`src/rtl/energy_sense_pkg.sv`:
```
// Constants, field layout and types shared by the energy-detect power manager
package energy_sense_pkg;

	// Register map
	localparam logic [4:0] CTRL_ADDR = 5'h1D;
	localparam int DATA_W = 16;

	// Field positions of activity_sense_control
	localparam int EN_BIT = 15;
	localparam int WAKE_BIT = 14;
	localparam int SLEEP_BIT = 13;
	localparam int MAN_BIT = 12;
	localparam int BURST_DIS_BIT = 11;
	localparam int PWR_BIT = 10;
	localparam int ERR_MET_BIT = 9;
	localparam int ACT_MET_BIT = 8;
	localparam int ERR_LIM_HI = 7;
	localparam int ERR_LIM_LO = 4;
	localparam int ACT_LIM_HI = 3;
	localparam int ACT_LIM_LO = 0;

	// Reset values of the writable fields, and the ceiling of the event counters
	localparam logic EN_RST = 1'b0;
	localparam logic WAKE_RST = 1'b1;
	localparam logic SLEEP_RST = 1'b1;
	localparam logic BURST_DIS_RST = 1'b0;
	localparam logic [3:0] ERR_LIM_RST = 4'h1;
	localparam logic [3:0] ACT_LIM_RST = 4'h1;
	localparam logic [3:0] CNT_MAX = 4'hF;

	// Timing
	localparam longint CLK_HZ = 40_000_000;
	localparam int CLK_NS = 25;
	localparam longint SILENCE_S = 2;
	localparam longint SILENCE_CYC_L = SILENCE_S * CLK_HZ;
	localparam int SILENCE_W = 27;
	localparam logic [SILENCE_W-1:0] SILENCE_CYC = SILENCE_CYC_L[SILENCE_W-1:0];
	localparam int PULSE_NS = 100;
	localparam int GAP_NS = 1000;
	localparam int PULSE_CYC_I = (PULSE_NS + CLK_NS - 1) / CLK_NS;
	localparam int GAP_CYC_I = (GAP_NS + CLK_NS - 1) / CLK_NS;
	localparam int TMR_W = 6;
	localparam logic [TMR_W-1:0] PULSE_CYC = PULSE_CYC_I[TMR_W-1:0];
	localparam logic [TMR_W-1:0] GAP_CYC = GAP_CYC_I[TMR_W-1:0];
	localparam logic [2:0] BURST_LEN = 3'h4;
	localparam logic [2:0] SINGLE_LEN = 3'h1;

	// Software-visible control fields
	typedef struct packed {
		logic enable;
		logic wakeOnActivity;
		logic sleepOnSilence;
		logic burstDisable;
		logic [3:0] errorLimit;
		logic [3:0] activityLimit;
	} ctrl_s;

	localparam ctrl_s CTRL_RST = '{EN_RST, WAKE_RST, SLEEP_RST, BURST_DIS_RST,
		ERR_LIM_RST, ACT_LIM_RST};

	typedef enum logic [1:0] {
		PWR_DOWN = 2'b01,
		PWR_UP = 2'b10
	} pwr_e;

	typedef enum logic [2:0] {
		PG_IDLE = 3'b001,
		PG_HIGH = 3'b010,
		PG_GAP = 3'b100
	} pulse_e;

endpackage

```
`src/rtl/energy_detect_power_control.sv`:
```
// Energy-detect power manager with its control and status register
//
// Rules of the energy-detect feature; R9 and R17 are left to software
// Energy-detect transitions only while enable set
// Wake enabled and activity count reached: power up
// Sleep enabled and no energy: power down
// Manual toggle starts transition, self-clears
// Manual toggle ignores thresholds and timers
// Burst of four pulses per power-up
// Burst disable sends a single pulse
// Powered state bit shows current power state
// Software ignores powered state when disabled
// Error limit only sets flag, no power action
// Error flag sticky until register read
// Activity flag set when count meets limit
// Register read clears activity flag
// Four-bit error limit field, reset one
// Four-bit activity limit field, reset one
// Counters clear after two seconds without data
// Software disables crossover when autoneg off
// Error flag set when error count meets limit
// Clocked decisions, reset to powered-down defaults
`timescale 1ns/1ps
module energy_detect_power_control import energy_sense_pkg::*; #(
	parameter logic [SILENCE_W-1:0] SILENCE_CYCLES = SILENCE_CYC
) (
	input wire logic ref_clk,
	input wire logic rstn,
	input wire logic [4:0] regAddr,
	input wire logic regWrEn,
	input wire logic [DATA_W-1:0] regWrData,
	input wire logic regRdEn,
	input wire logic energyEvent,
	input wire logic errorEvent,
	input wire logic energyPresent,
	output logic [DATA_W-1:0] regRdData,
	output logic poweredUp,
	output logic edPulse
);

	function automatic logic hit(input logic [4:0] addr, input logic en);
		hit = en && (addr == CTRL_ADDR);
	endfunction

	////////////////////////////////////////////////////////////////////////////////
	// Line inputs come from the analog front end, so they are synchronised first
	localparam int LANES = 2;
	localparam int LANE_DATA = 0;
	localparam int LANE_ERR = 1;
	logic [LANES-1:0] laneIn, laneEv;
	logic [1:0] presSync_r, presSync_nxt;
	logic dataEv, errEv, energyNow;

	assign laneIn[LANE_DATA] = energyEvent;
	assign laneIn[LANE_ERR] = errorEvent;

	// Both event lanes have one shape: two flops to settle, a third to find the edge
	for (genvar g = 0; g < LANES; g++) begin : gLane
		logic [2:0] sync_r, sync_nxt;

		always_comb begin
			sync_nxt = {sync_r[1:0], laneIn[g]};
		end

		always_ff @(posedge ref_clk or negedge rstn) begin
			if (!rstn) begin
				sync_r <= 3'h0;
			end else begin
				sync_r <= sync_nxt;
			end
		end

		// Edges are taken between stage two and three, never from stage one
		assign laneEv[g] = sync_r[1] & ~sync_r[2];
	end

	// Level input: no edge stage needed, two flops are enough
	always_comb begin
		presSync_nxt = {presSync_r[0], energyPresent};
	end

	always_ff @(posedge ref_clk or negedge rstn) begin
		if (!rstn) begin
			presSync_r <= 2'h0;
		end else begin
			presSync_r <= presSync_nxt;
		end
	end

	assign dataEv = laneEv[LANE_DATA];
	assign errEv = laneEv[LANE_ERR];
	assign energyNow = presSync_r[1];

	////////////////////////////////////////////////////////////////////////////////
	// Control register
	ctrl_s ctrl_r, ctrl_nxt;
	logic manReq_r, manReq_nxt;
	logic wrHit, rdHit;

	// Writes land on the next edge, so a read in the same cycle shows the old value
	assign wrHit = hit(regAddr, regWrEn);
	assign rdHit = hit(regAddr, regRdEn);

	always_comb begin
		ctrl_nxt = ctrl_r;
		manReq_nxt = 1'b0;
		if (wrHit) begin
			ctrl_nxt.enable = regWrData[EN_BIT];
			ctrl_nxt.wakeOnActivity = regWrData[WAKE_BIT];
			ctrl_nxt.sleepOnSilence = regWrData[SLEEP_BIT];
			ctrl_nxt.burstDisable = regWrData[BURST_DIS_BIT];
			ctrl_nxt.errorLimit = regWrData[ERR_LIM_HI:ERR_LIM_LO];
			ctrl_nxt.activityLimit = regWrData[ACT_LIM_HI:ACT_LIM_LO];
			manReq_nxt = regWrData[MAN_BIT];
		end
	end

	always_ff @(posedge ref_clk or negedge rstn) begin
		if (!rstn) begin
			ctrl_r <= CTRL_RST; // see R14
			manReq_r <= 1'b0;
		end else begin
			ctrl_r <= ctrl_nxt;
			manReq_r <= manReq_nxt;
		end
	end

	////////////////////////////////////////////////////////////////////////////////
	// Event counters, silence timer and sticky threshold flags
	logic [3:0] dataCnt_r, dataCnt_nxt;
	logic [3:0] errCnt_r, errCnt_nxt;
	logic [SILENCE_W-1:0] quiet_r, quiet_nxt;
	logic actMet_r, actMet_nxt;
	logic errMet_r, errMet_nxt;
	logic actReached, errReached, powerStart;

	// A zero limit is met at once, which is the plain reading of "equals or exceeds"
	assign actReached = (dataCnt_r >= ctrl_r.activityLimit);
	assign errReached = (errCnt_r >= ctrl_r.errorLimit);

	always_comb begin
		dataCnt_nxt = dataCnt_r;
		errCnt_nxt = errCnt_r;
		quiet_nxt = quiet_r;
		actMet_nxt = actMet_r;
		errMet_nxt = errMet_r;
		// Only data events restart the quiet timer; error events are not activity
		if (dataEv) begin
			quiet_nxt = '0;
			if (dataCnt_r != CNT_MAX) begin
				dataCnt_nxt = dataCnt_r + 1'b1;
			end
		end else if (quiet_r >= SILENCE_CYCLES - 1'b1) begin
			// Isolated noise events age out instead of adding up forever
			quiet_nxt = '0;
			dataCnt_nxt = 4'h0;
			errCnt_nxt = 4'h0;
		end else begin
			quiet_nxt = quiet_r + 1'b1;
		end
		// Error events only feed their flag; nothing here reaches the state machine
		if (errEv && errCnt_r != CNT_MAX) begin
			errCnt_nxt = errCnt_r + 1'b1;
		end
		// A fresh power-up starts counting from zero so it does not retrigger
		if (powerStart) begin
			dataCnt_nxt = 4'h0;
		end
		if (rdHit) begin
			actMet_nxt = 1'b0;
			errMet_nxt = 1'b0;
		end
		// Set wins over a read in the same cycle
		if (ctrl_r.enable && actReached) begin
			actMet_nxt = 1'b1;
		end
		if (ctrl_r.enable && errReached) begin
			errMet_nxt = 1'b1; // see R10
		end
	end

	always_ff @(posedge ref_clk or negedge rstn) begin
		if (!rstn) begin
			dataCnt_r <= 4'h0;
			errCnt_r <= 4'h0;
			quiet_r <= '0;
			actMet_r <= 1'b0;
			errMet_r <= 1'b0;
		end else begin
			dataCnt_r <= dataCnt_nxt;
			errCnt_r <= errCnt_nxt;
			quiet_r <= quiet_nxt;
			actMet_r <= actMet_nxt;
			errMet_r <= errMet_nxt;
		end
	end

	////////////////////////////////////////////////////////////////////////////////
	// Power state machine; error counts never feed it
	pwr_e pwr_r, pwr_nxt;
	logic pulseStart_r, pulseStart_nxt;
	logic manFlip, autoUp, autoDown;

	// Manual request outranks both automatic paths, so software gets its flip whenever enable is set
	assign manFlip = manReq_r;
	assign autoUp = ctrl_r.wakeOnActivity && actReached;
	assign autoDown = ctrl_r.sleepOnSilence && !energyNow;

	// Limitation: a manual request written while disabled is dropped, not queued
	always_comb begin
		pwr_nxt = pwr_r;
		if (ctrl_r.enable) begin
			case (pwr_r)
				PWR_DOWN: begin
					if (manFlip) begin
						pwr_nxt = PWR_UP;
					end else if (autoUp) begin
						pwr_nxt = PWR_UP;
					end
				end
				PWR_UP: begin
					if (manFlip) begin
						pwr_nxt = PWR_DOWN;
					end else if (autoDown) begin
						pwr_nxt = PWR_DOWN;
					end
				end
				default: begin
					pwr_nxt = PWR_DOWN;
				end
			endcase
		end
	end

	assign powerStart = (pwr_r == PWR_DOWN) && (pwr_nxt == PWR_UP);
	assign pulseStart_nxt = powerStart;

	always_ff @(posedge ref_clk or negedge rstn) begin
		if (!rstn) begin
			pwr_r <= PWR_DOWN;
			pulseStart_r <= 1'b0;
		end else begin
			pwr_r <= pwr_nxt;
			pulseStart_r <= pulseStart_nxt;
		end
	end

	// A power-up during a running burst restarts it from the first pulse
	energy_pulse_gen pulseGen (
		.ref_clk(ref_clk),
		.rstn(rstn),
		.start(pulseStart_r),
		.single(ctrl_r.burstDisable),
		.pulseOut(edPulse)
	);

	////////////////////////////////////////////////////////////////////////////////
	// Read data and power output; unmapped reads return zero
	logic [DATA_W-1:0] rdData_r, rdData_nxt;
	logic pwrOut_r, pwrOut_nxt;

	// Trade-off: read data is registered, so it stands one cycle after the strobe
	function automatic logic [DATA_W-1:0] statusWord(input ctrl_s c, input logic man,
		input logic up, input logic errFlag, input logic actFlag);
		logic [DATA_W-1:0] w;
		w = '0;
		w[EN_BIT] = c.enable;
		w[WAKE_BIT] = c.wakeOnActivity;
		w[SLEEP_BIT] = c.sleepOnSilence;
		w[MAN_BIT] = man;
		w[BURST_DIS_BIT] = c.burstDisable;
		w[PWR_BIT] = up;
		w[ERR_MET_BIT] = errFlag;
		w[ACT_MET_BIT] = actFlag;
		w[ERR_LIM_HI:ERR_LIM_LO] = c.errorLimit;
		w[ACT_LIM_HI:ACT_LIM_LO] = c.activityLimit;
		return w;
	endfunction

	always_comb begin
		rdData_nxt = '0;
		if (rdHit) begin
			rdData_nxt = statusWord(ctrl_r, manReq_r, pwr_r == PWR_UP, errMet_r, actMet_r);
		end
		pwrOut_nxt = (pwr_nxt == PWR_UP);
	end

	always_ff @(posedge ref_clk or negedge rstn) begin
		if (!rstn) begin
			rdData_r <= '0;
			pwrOut_r <= 1'b0;
		end else begin
			rdData_r <= rdData_nxt;
			pwrOut_r <= pwrOut_nxt;
		end
	end

	assign regRdData = rdData_r;
	// pwrOut_r loads pwr_nxt on the same edge as pwr_r, so the two never differ
	assign poweredUp = pwrOut_r;

endmodule // energy_detect_power_control

```
`src/rtl/energy_pulse_gen.sv`:
```
// Energy-detect pulse burst generator fired on each power-up
`timescale 1ns/1ps
module energy_pulse_gen import energy_sense_pkg::*; (
	input wire logic ref_clk,
	input wire logic rstn,
	input wire logic start,
	input wire logic single,
	output logic pulseOut
);

	pulse_e state_r, state_nxt;
	logic [2:0] left_r, left_nxt;
	logic [TMR_W-1:0] tmr_r, tmr_nxt;
	logic pulse_r, pulse_nxt;

	////////////////////////////////////////////////////////////////////////////////
	// A new start restarts the burst; a power cycle mid-burst gets a fresh one
	always_comb begin
		state_nxt = state_r;
		left_nxt = left_r;
		tmr_nxt = tmr_r;
		pulse_nxt = 1'b0;
		if (start) begin
			state_nxt = PG_HIGH;
			left_nxt = single ? SINGLE_LEN : BURST_LEN; // see R6
			tmr_nxt = PULSE_CYC;
			pulse_nxt = 1'b1;
		end else begin
			case (state_r)
				PG_IDLE: begin
					state_nxt = PG_IDLE;
				end
				PG_HIGH: begin
					pulse_nxt = 1'b1;
					tmr_nxt = tmr_r - 1'b1;
					if (tmr_r == 1'b1) begin
						pulse_nxt = 1'b0;
						left_nxt = left_r - 1'b1;
						tmr_nxt = GAP_CYC;
						state_nxt = (left_r == 1'b1) ? PG_IDLE : PG_GAP;
					end
				end
				PG_GAP: begin
					tmr_nxt = tmr_r - 1'b1;
					if (tmr_r == 1'b1) begin
						tmr_nxt = PULSE_CYC;
						pulse_nxt = 1'b1;
						state_nxt = PG_HIGH;
					end
				end
				default: begin
					state_nxt = PG_IDLE;
				end
			endcase
		end
	end

	always_ff @(posedge ref_clk or negedge rstn) begin
		if (!rstn) begin
			state_r <= PG_IDLE;
			left_r <= 3'h0;
			tmr_r <= '0;
			pulse_r <= 1'b0;
		end else begin
			state_r <= state_nxt;
			left_r <= left_nxt;
			tmr_r <= tmr_nxt;
			pulse_r <= pulse_nxt;
		end
	end

	assign pulseOut = pulse_r;

endmodule // energy_pulse_gen

```
`config.mk`:
```
export PLATFORM = sky130hd
export DESIGN_NAME = energy_detect_power_control
export DESIGN_NICKNAME = d
export VERILOG_FILES = /design/src/rtl/energy_sense_pkg.sv /design/src/rtl/energy_detect_power_control.sv /design/src/rtl/energy_pulse_gen.sv
export SDC_FILE = /design/constraint.sdc
export NUM_CORES = 1
export LEC_CHECK = 0
export ABC_AREA = 1
export BUFFER_PORTS_ARGS = -buffer_cell sky130_fd_sc_hd__buf_2
export CAP_MARGIN = 20
export CORE_MARGIN = 4
export CORE_UTILIZATION = 62
export DETAILED_ROUTE_END_ITERATION = 16
export HOLD_SLACK_MARGIN = 0.12
export PLACE_DENSITY = 0.83
export SKIP_CTS_REPAIR_TIMING = 1
export SYNTH_ARGS = -nofsm -noshare
export SYNTH_HDL_FRONTEND = slang
export SYNTH_SLANG_ARGS = --single-unit
```
`constraint.sdc`:
```
create_clock -name ref_clk -period 3.8 [get_ports ref_clk]
set_clock_uncertainty 0.1 [all_clocks]
set_input_delay 0.76 -clock ref_clk [delete_from_list [all_inputs] [get_ports ref_clk]]
set_output_delay 0.76 -clock ref_clk [all_outputs]
set_load 0.01 [all_outputs]
```
==> impl_metrics.prom, run 1 <==
# TYPE chip_impl_metric gauge
chip_impl_info{name="outcome",value="finished, final reports clean"} 1
chip_impl_metric{name="place.detailed.hpwl",unit="µm"} 6200
chip_impl_metric{name="setup_tns",unit="ps"} 0
chip_impl_metric{name="rows",unit=""} 30
chip_impl_info{name="crit_path_category",value="reg2reg"} 1
chip_impl_metric{name="initial_antenna_violation_count",unit=""} 0
chip_impl_metric{name="max-slew-margin-rel",unit=""} 0.388
chip_impl_metric{name="maxCapViolCount",unit=""} 0
chip_impl_info{name="yosysTopAreaCell",value="sky130_fd_sc_hd__dfrtp_1"} 1
chip_impl_info{name="hold_class",value="reg2reg"} 1
chip_impl_metric{name="vias",unit=""} 3561
chip_impl_metric{name="wl",unit="µm"} 8840
chip_impl_metric{name="dr.first_iter.drc_count",unit=""} 242
chip_impl_metric{name="synth_fa_ha_area_frac",unit=""} 0.0478
chip_impl_metric{name="track_usage",unit=""} 0.227
chip_impl_metric{name="simple_gate_share_of_the_synthesized_area",unit=""} 0.257
chip_impl_metric{name="yosysUniqueCellTypes",unit=""} 37
chip_impl_metric{name="yosysSeqAreaShare",unit=""} 0.514
chip_impl_metric{name="synth_nets",unit=""} 574
chip_impl_metric{name="io_pins",unit=""} 46
chip_impl_metric{name="synth-compound-area-share",unit=""} 0.0706
chip_impl_metric{name="design.die.area",unit="µm²"} 8590
chip_impl_metric{name="gp_congestion",unit=""} 0.835
chip_impl_metric{name="grt_start_max_net_pins",unit=""} 58
chip_impl_metric{name="worst_ep_required_time",unit="ps"} 3940
chip_impl_metric{name="fp.dieH",unit="µm"} 92.7
chip_impl_metric{name="detail_route.vias_per_cell",unit=""} 5.24
chip_impl_metric{name="die_width",unit="µm"} 92.7
chip_impl_info{name="unrepaired_setup_endpoints_after_global_routing",value="false"} 1
chip_impl_metric{name="yosys.area_share.xor_xnor",unit=""} 0.0355
chip_impl_metric{name="via_count_of_the_first_global_routing_pass",unit=""} 3674
chip_impl_metric{name="fmaxAchievable",unit="GHz"} 0.390
chip_impl_metric{name="power.leakage",unit="nW"} 2.57
chip_impl_metric{name="drive_gt1_frac",unit=""} 0.142
chip_impl_metric{name="whs",unit="ps"} 260
chip_impl_info{name="synth.area.top_cells",value="sky130_fd_sc_hd__dfrtp_1 48%, sky130_fd_sc_hd__nor2_1 8.4%, sky130_fd_sc_hd__nand2_1 7.3%"} 1
chip_impl_metric{name="final_cell_count_no_fill",unit=""} 679
chip_impl_metric{name="setup_viol",unit=""} 0
chip_impl_metric{name="globalRoute.totalOverflow",unit=""} 0
chip_impl_info{name="cts_root_buffer",value="sky130_fd_sc_hd__clkbuf_8"} 1
chip_impl_metric{name="netlist_area",unit="µm²"} 4450
chip_impl_metric{name="worst_ep_arrival_time",unit="ps"} 2710
chip_impl_metric{name="fin_nets",unit=""} 623
chip_impl_metric{name="slew_viol_final",unit=""} 0
chip_impl_info{name="startpoint_type",value="flip-flop"} 1
chip_impl_metric{name="clock_net_sink_count",unit=""} 91
chip_impl_metric{name="syn_area_per_cell",unit="µm²"} 8.41
chip_impl_info{name="cts_tree",value="done"} 1
chip_impl_metric{name="synth_top_area_share",unit=""} 0.478
chip_impl_info{name="layout.cells.most_common_list",value="99 x sky130_fd_sc_hd__nor2_1, 87 x sky130_fd_sc_hd__nand2_1, 85 x sky130_fd_sc_hd__dfrtp_1, 79 x sky130_fd_sc_hd__inv_1, 41 x sky130_fd_sc_hd__buf_2"} 1
chip_impl_metric{name="tritoncts.num_buffers",unit=""} 9
chip_impl_metric{name="detail-route-antenna-nets",unit=""} 0
chip_impl_metric{name="syn_to_final_growth",unit="%"} 12.0
chip_impl_metric{name="antennaDiodeCount",unit=""} 0
chip_impl_metric{name="detail_route.wl_per_cell",unit="µm"} 13.0
chip_impl_metric{name="cp_max_fanout",unit=""} 33
chip_impl_metric{name="pwr_density_cell",unit="nW/µm²"} 502
chip_impl_metric{name="postSynthRegisterBits",unit=""} 91
chip_impl_metric{name="post-route-period-util",unit=""} 0.675
chip_impl_metric{name="clkTransAtPathRegs",unit="ps"} 90
chip_impl_metric{name="number_of_remaining_drc_errors",unit=""} 0
chip_impl_metric{name="placement.io_buffers",unit=""} 42
chip_impl_metric{name="core_outline_area",unit="µm²"} 6870
chip_impl_info{name="most_common_cell_after_layout_fill_and_taps_aside",value="sky130_fd_sc_hd__nor2_1"} 1
chip_impl_metric{name="clockBufferDepth",unit=""} 2
chip_impl_metric{name="worst_pin_slew",unit="ps"} 915
chip_impl_info{name="endpoint_kind",value="flip-flop"} 1
chip_impl_metric{name="yosys-mux-area-fraction",unit=""} 0
chip_impl_info{name="dominant_combinational_cell_family_by_area_after_synthesis",value="simple AND/OR/NAND/NOR gates"} 1
chip_impl_metric{name="synth.yosys.warnings",unit=""} 0
chip_impl_metric{name="finalHoldViolCount",unit=""} 0
chip_impl_metric{name="min_cycle_time_layout",unit="ps"} 2570
chip_impl_metric{name="clk-insertion-delay-late",unit="ps"} 360
chip_impl_metric{name="drt_first_pass_iters",unit=""} 4
chip_impl_metric{name="initial_core_util",unit=""} 0.647
chip_impl_metric{name="grt_first_pass_wirelength",unit="µm"} 15600
chip_impl_metric{name="ir_worst_vdd",unit="V"} 0.000373
chip_impl_metric{name="post-place-cells",unit=""} 663
chip_impl_metric{name="htree_num_levels",unit=""} 3
chip_impl_metric{name="syn-instance-count",unit=""} 529
cell type report:
class | count | area, µm²
sequential | 91 | 2280
clock inverter | 6 | 88.8
multi-input combinational | 351 | 1830
fill | 530 | 1890
clock buffer | 10 | 128
timing repair buffer | 44 | 228
inverter | 81 | 304
tap | 96 | 120
state kept, by name, summed over array words and instances, names as in the netlist, 2 cells and up:
name              count
presSync_r            2
ctrl_r               12
gLane.sync_r          6
pulseGen.tmr_r        6
regRdData            16
pulseGen.state_r      3
quiet_r              27
dataCnt_r             4
pwr_r                 2
errCnt_r              4
pulseGen.left_r       3
per-stage QoR:
step | worst slack [ps] | total power (W) | utilization | instance area, µm²
3_5_place_dp | 1250 | 0.00178 | 0.693 | 4760
3_3_place_gp | 1370 | 0.00173 | 0.693 | 4760
5_1_grt | 931 | 0.00268 | 0.725 | 4980
2_1_floorplan | 2040 | 0.00162 | - | 4450
6_report | 1230 | 0.00250 | 0.725 | 4980
4_1_cts | 1200 | 0.00251 | 0.725 | 4980
report_power, final:
group          total, W  switching, W  internal [W]
Sequential      0.00122      0.000111       0.00111
Clock          0.000719      0.000347      0.000372
Combinational  0.000559      0.000343      0.000216
Total           0.00250      0.000801       0.00170
metal layers:
layer / share of wire / wire (µm) / vias to the layer above / track usage
li1: - / - / 1767 / -
met1: 0.43 / 3820 / 1674 / 0.272
met2: 0.49 / 4350 / 95 / 0.393
met3: 0.046 / 405 / 25 / 0.0479
met4: 0.030 / 263 / 0 / 0.106
met5: 0 / 0 / - / 0
synth_stat cells:
| master | n |
|---|---|
| sky130_fd_sc_hd__nor2_4 | 2 |
| sky130_fd_sc_hd__buf_2 | 2 |
| sky130_fd_sc_hd__nor3b_1 | 3 |
| sky130_fd_sc_hd__o31ai_1 | 1 |
| sky130_fd_sc_hd__a21oi_1 | 23 |
| sky130_fd_sc_hd__nand3_2 | 2 |
| sky130_fd_sc_hd__o21ai_0 | 16 |
| sky130_fd_sc_hd__nand4_2 | 1 |
| sky130_fd_sc_hd__dfstp_2 | 6 |
| sky130_fd_sc_hd__nor3_1 | 11 |
| sky130_fd_sc_hd__clkbuf_1 | 3 |
| sky130_fd_sc_hd__a21boi_0 | 2 |
| sky130_fd_sc_hd__dfrtp_1 | 85 |
| sky130_fd_sc_hd__inv_1 | 79 |
| sky130_fd_sc_hd__nor4_2 | 1 |
| sky130_fd_sc_hd__nand2_2 | 3 |
| sky130_fd_sc_hd__buf_6 | 1 |
| sky130_fd_sc_hd__nor4_1 | 1 |
| sky130_fd_sc_hd__inv_2 | 2 |
| sky130_fd_sc_hd__nor3_2 | 1 |
| sky130_fd_sc_hd__ha_1 | 17 |
| sky130_fd_sc_hd__nand4_1 | 5 |
| sky130_fd_sc_hd__nor2_1 | 99 |
| sky130_fd_sc_hd__a31oi_1 | 3 |
| sky130_fd_sc_hd__nand2_1 | 87 |
| sky130_fd_sc_hd__o21a_1 | 2 |
| sky130_fd_sc_hd__o21ai_1 | 1 |
| sky130_fd_sc_hd__o22ai_1 | 3 |
| sky130_fd_sc_hd__xor2_1 | 12 |
| sky130_fd_sc_hd__xnor2_1 | 6 |
| sky130_fd_sc_hd__a211oi_1 | 3 |
| sky130_fd_sc_hd__o32ai_1 | 1 |
| sky130_fd_sc_hd__nand3b_1 | 1 |
| sky130_fd_sc_hd__and3_1 | 1 |
| sky130_fd_sc_hd__a22oi_1 | 1 |
| sky130_fd_sc_hd__nor2_2 | 6 |
| sky130_fd_sc_hd__nand3_1 | 36 |
kinds of logic after synthesis:
logic type	count (synthesis)
simple gates	260
flops	91
buf+inv	87
compound gates	56
xor+xnor	18
fa+ha+maj	17
final timing paths:
| path | from | endpoint | slack [ps] | cells after the start |
|---|---|---|---|---|
| worst min-delay path | presSync_r[0] | presSync_r[1] | 260 | 0 |
| worst max register to register | quiet_r[0] | dataCnt_r[1] | 1230 | 9 |
| max in group asynchronous | rstn | ctrl_r[10] | 2480 | 2 |
| worst min register to register | presSync_r[0] | presSync_r[1] | 260 | 0 |
| worst max-delay path | quiet_r[0] | dataCnt_r[1] | 1230 | 9 |
| min in group asynchronous | rstn | quiet_r[13] | 350 | 1 |
critical path: stages (launching register included):
cell and delay, ps:
sky130_fd_sc_hd__dfrtp_1 470, sky130_fd_sc_hd__ha_1 260, sky130_fd_sc_hd__nand3_1 140, sky130_fd_sc_hd__inv_2 80, sky130_fd_sc_hd__nand2_1 90, sky130_fd_sc_hd__nor2_1 60, sky130_fd_sc_hd__nand2_1 90, sky130_fd_sc_hd__nand4_2 700
sky130_fd_sc_hd__a21oi_1 380, sky130_fd_sc_hd__nor2_1 80
Note: power is estimated with default switching activity, not from simulation.
==> run 2, diff against run 1 <==
CORE_UTILIZATION = 59   (was 62)
PLACE_DENSITY = 0.8   (was 0.83)
clock period = 2.45 ns   (was 3.8 ns; I/O delays follow)
==> run 2 against run 1 <==
Global-route usage decreased by 2.0 points; non-clock buffer count increased by 9; cell count increased by 1.8%; maximum frequency increased by 25%; critical path type unchanged; critical endpoint is now quiet_r[3]; largest cell class unchanged; highest routed layer unchanged.
==> impl_metrics.prom, run 2 (synthesis gave the netlist of run 1 again) <==
# TYPE chip_impl_metric gauge
chip_impl_metric{name="htree_num_levels",unit=""} 3
chip_impl_metric{name="min_cycle_time_layout",unit="ps"} 2050
chip_impl_metric{name="finalCoreUtilization",unit=""} 0.697
chip_impl_metric{name="groute.layer.met2.usage",unit=""} 0.353
chip_impl_metric{name="rrSetupSlack",unit="ps"} 400
chip_impl_metric{name="post-route-period-util",unit=""} 0.836
chip_impl_metric{name="fin_nets",unit=""} 632
chip_impl_metric{name="setup_slack",unit="ps"} 401
chip_impl_metric{name="clockBufferDepth",unit=""} 2
chip_impl_metric{name="rows",unit=""} 31
chip_impl_metric{name="grt_use_met3",unit=""} 0.0359
chip_impl_metric{name="detail_route.vias_per_cell",unit=""} 5.07
chip_impl_info{name="unrepaired_setup_endpoints_after_global_routing",value="false"} 1
chip_impl_metric{name="antennaDiodeCount",unit=""} 0
chip_impl_metric{name="ir_worst_vdd",unit="V"} 0.000483
chip_impl_metric{name="core_outline_area",unit="µm²"} 7290
chip_impl_metric{name="worst_pin_slew",unit="ps"} 428
chip_impl_info{name="most_common_cell_after_layout_fill_and_taps_aside",value="sky130_fd_sc_hd__nor2_1"} 1
chip_impl_metric{name="detail-route-antenna-nets",unit=""} 0
chip_impl_info{name="worst_path_max_delay_cell",value="sky130_fd_sc_hd__dfrtp_1"} 1
chip_impl_metric{name="wl",unit="µm"} 8420
chip_impl_metric{name="setup_tns",unit="ps"} 0
chip_impl_metric{name="worst_ep_required_time",unit="ps"} 2600
chip_impl_metric{name="number_of_remaining_drc_errors",unit=""} 0
chip_impl_metric{name="grt_start_max_net_pins",unit=""} 56
chip_impl_info{name="cts_tree",value="done"} 1
chip_impl_metric{name="gp_congestion",unit=""} 0.858
chip_impl_metric{name="final_cell_count_no_fill",unit=""} 691
chip_impl_info{name="cpMostUsedCell",value="sky130_fd_sc_hd__nand2_1"} 1
chip_impl_metric{name="initial_antenna_violation_count",unit=""} 0
chip_impl_metric{name="die_width",unit="µm"} 94.8
chip_impl_info{name="largest_register",value="quiet_r"} 1
chip_impl_metric{name="whs",unit="ps"} 234
chip_impl_metric{name="maxCapViolCount",unit=""} 0
chip_impl_metric{name="timing.critical_path.depth",unit=""} 9
chip_impl_metric{name="cp_max_fanout",unit=""} 17
chip_impl_metric{name="finalHoldViolCount",unit=""} 0
chip_impl_metric{name="grt.met1_usage",unit=""} 0.261
chip_impl_metric{name="largest_register_ffs",unit=""} 27
chip_impl_metric{name="via_count_of_the_first_global_routing_pass",unit=""} 3438
chip_impl_metric{name="place.detailed.hpwl",unit="µm"} 6270
chip_impl_metric{name="tritoncts.num_buffers",unit=""} 9
chip_impl_metric{name="track_usage",unit=""} 0.207
chip_impl_metric{name="fp.dieH",unit="µm"} 94.8
chip_impl_metric{name="detail_route.wl_per_cell",unit="µm"} 12.2
chip_impl_info{name="outcome",value="finished, final reports clean"} 1
chip_impl_metric{name="design.die.area",unit="µm²"} 8990
chip_impl_metric{name="worst_ep_arrival_time",unit="ps"} 2200
chip_impl_metric{name="placement.io_buffers",unit=""} 42
chip_impl_metric{name="clk-insertion-delay-late",unit="ps"} 360
chip_impl_info{name="global_route.peak_usage_layer",value="met2"} 1
chip_impl_info{name="cts_root_buffer",value="sky130_fd_sc_hd__clkbuf_8"} 1
chip_impl_info{name="startpoint_type",value="flip-flop"} 1
chip_impl_metric{name="vias",unit=""} 3501
chip_impl_metric{name="initial_core_util",unit=""} 0.610
chip_impl_metric{name="setup_viol",unit=""} 0
chip_impl_metric{name="syn_to_final_growth",unit="%"} 14.2
chip_impl_metric{name="post-place-cells",unit=""} 671
chip_impl_metric{name="drive_gt1_frac",unit=""} 0.149
chip_impl_metric{name="pwr_density_cell",unit="nW/µm²"} 763
chip_impl_metric{name="timing.reg2reg.worst_path_depth",unit=""} 9
chip_impl_metric{name="preCtsSetupSlack",unit="ps"} 457
chip_impl_info{name="endpoint_kind",value="flip-flop"} 1
chip_impl_info{name="timing.critical_path.cells",value="ha_1 > nand3_1 > inv_2 > nand2_1 > nor2_1 > nand2_1 > nand4_2 > buf_4 > nor3b_1"} 1
chip_impl_metric{name="globalRoute.totalOverflow",unit=""} 0
chip_impl_metric{name="io_pins",unit=""} 46
chip_impl_info{name="crit_path_category",value="reg2reg"} 1
chip_impl_info{name="cp_delay_by_family_top",value="simple AND/OR/NAND/NOR gates"} 1
chip_impl_metric{name="clkTransAtPathRegs",unit="ps"} 90
chip_impl_info{name="hold_class",value="in2reg"} 1
chip_impl_info{name="layout.cells.most_common_list",value="99 x sky130_fd_sc_hd__nor2_1, 87 x sky130_fd_sc_hd__nand2_1, 85 x sky130_fd_sc_hd__dfrtp_1, 79 x sky130_fd_sc_hd__inv_1, 41 x sky130_fd_sc_hd__buf_2"} 1
chip_impl_metric{name="slew_viol_final",unit=""} 0
chip_impl_info{name="worst_setup_path_endpoint",value="quiet_r[3]"} 1
chip_impl_info{name="worst_setup_path_startpoint",value="quiet_r[0]"} 1
chip_impl_metric{name="buf_inv_on_cp",unit=""} 2
chip_impl_metric{name="critPathMaxStageDelay",unit="ps"} 460
chip_impl_metric{name="grt_first_pass_wirelength",unit="µm"} 14700
chip_impl_metric{name="clock_net_sink_count",unit=""} 91
chip_impl_metric{name="max-slew-margin-rel",unit=""} 0.714
chip_impl_metric{name="dr.first_iter.drc_count",unit=""} 145
chip_impl_metric{name="hold_path_depth",unit=""} 3
chip_impl_info{name="timing.rr.end",value="quiet_r[3]"} 1
chip_impl_metric{name="power.leakage",unit="nW"} 2.62
chip_impl_metric{name="drt_first_pass_iters",unit=""} 4
chip_impl_info{name="reg_to_reg_start",value="quiet_r[0]"} 1
chip_impl_metric{name="fmaxAchievable",unit="GHz"} 0.488
[run 2: worst register-to-register path, cell delays in order (launching register included)]
cell                      delay [ps]
sky130_fd_sc_hd__dfrtp_1         460
sky130_fd_sc_hd__ha_1            260
sky130_fd_sc_hd__nand3_1         140
sky130_fd_sc_hd__inv_2            80
sky130_fd_sc_hd__nand2_1          70
sky130_fd_sc_hd__nor2_1           50
sky130_fd_sc_hd__nand2_1         100
sky130_fd_sc_hd__nand4_2         220
sky130_fd_sc_hd__buf_4           270
sky130_fd_sc_hd__nor3b_1         220
[run 2: report_power, final]
group | switching [W] | internal, W | leakage [nW]
clock network | 0.000546 | 0.000588 | 0.109
registers | 0.000173 | 0.00172 | 1.17
logic | 0.000504 | 0.000342 | 1.35
total | 0.00122 | 0.00265 | 2.62
[run 2: final cells by class]
class | instances | area, µm²
multi-input cells | 351 | 1830
fillers | 588 | 2210
inverters | 81 | 304
flip-flops and latches | 91 | 2280
well taps | 99 | 124
clock buffers | 10 | 128
clock inverters | 6 | 96.3
repair buffers | 53 | 318
[run 2: metal layers]
| layer | vias to the layer above | routed length, µm |
|---|---|---|
| li1 | 1785 | - |
| met1 | 1620 | 3780 |
| met2 | 82 | 4120 |
| met3 | 14 | 355 |
| met4 | 0 | 161 |
| met5 | - | 0 |
[run 2: how the worst min path moves through the flow]
stage | slack (ps) | startpoint | endpoint
6_report | 230 | regWrData[12] | manFlip
5_1_grt | 240 | regWrData[12] | manFlip
4_1_cts | 10 | rstn | quiet_r[10]
3_5_place_dp | 240 | gLane[0].sync_r[0] | gLane[0].sync_r[1]
3_3_place_gp | 230 | gLane[0].sync_r[0] | gLane[0].sync_r[1]
2_1_floorplan | 90 | rstn | actMet_r
[run 2: through the flow]
stage / total power, W / cell area [µm²]
3_5_place_dp: 0.00276 / 4820
5_1_grt: 0.00414 / 5080
2_1_floorplan: 0.00252 / 4450
3_3_place_gp: 0.00269 / 4820
6_report: 0.00388 / 5080
4_1_cts: 0.00390 / 5040
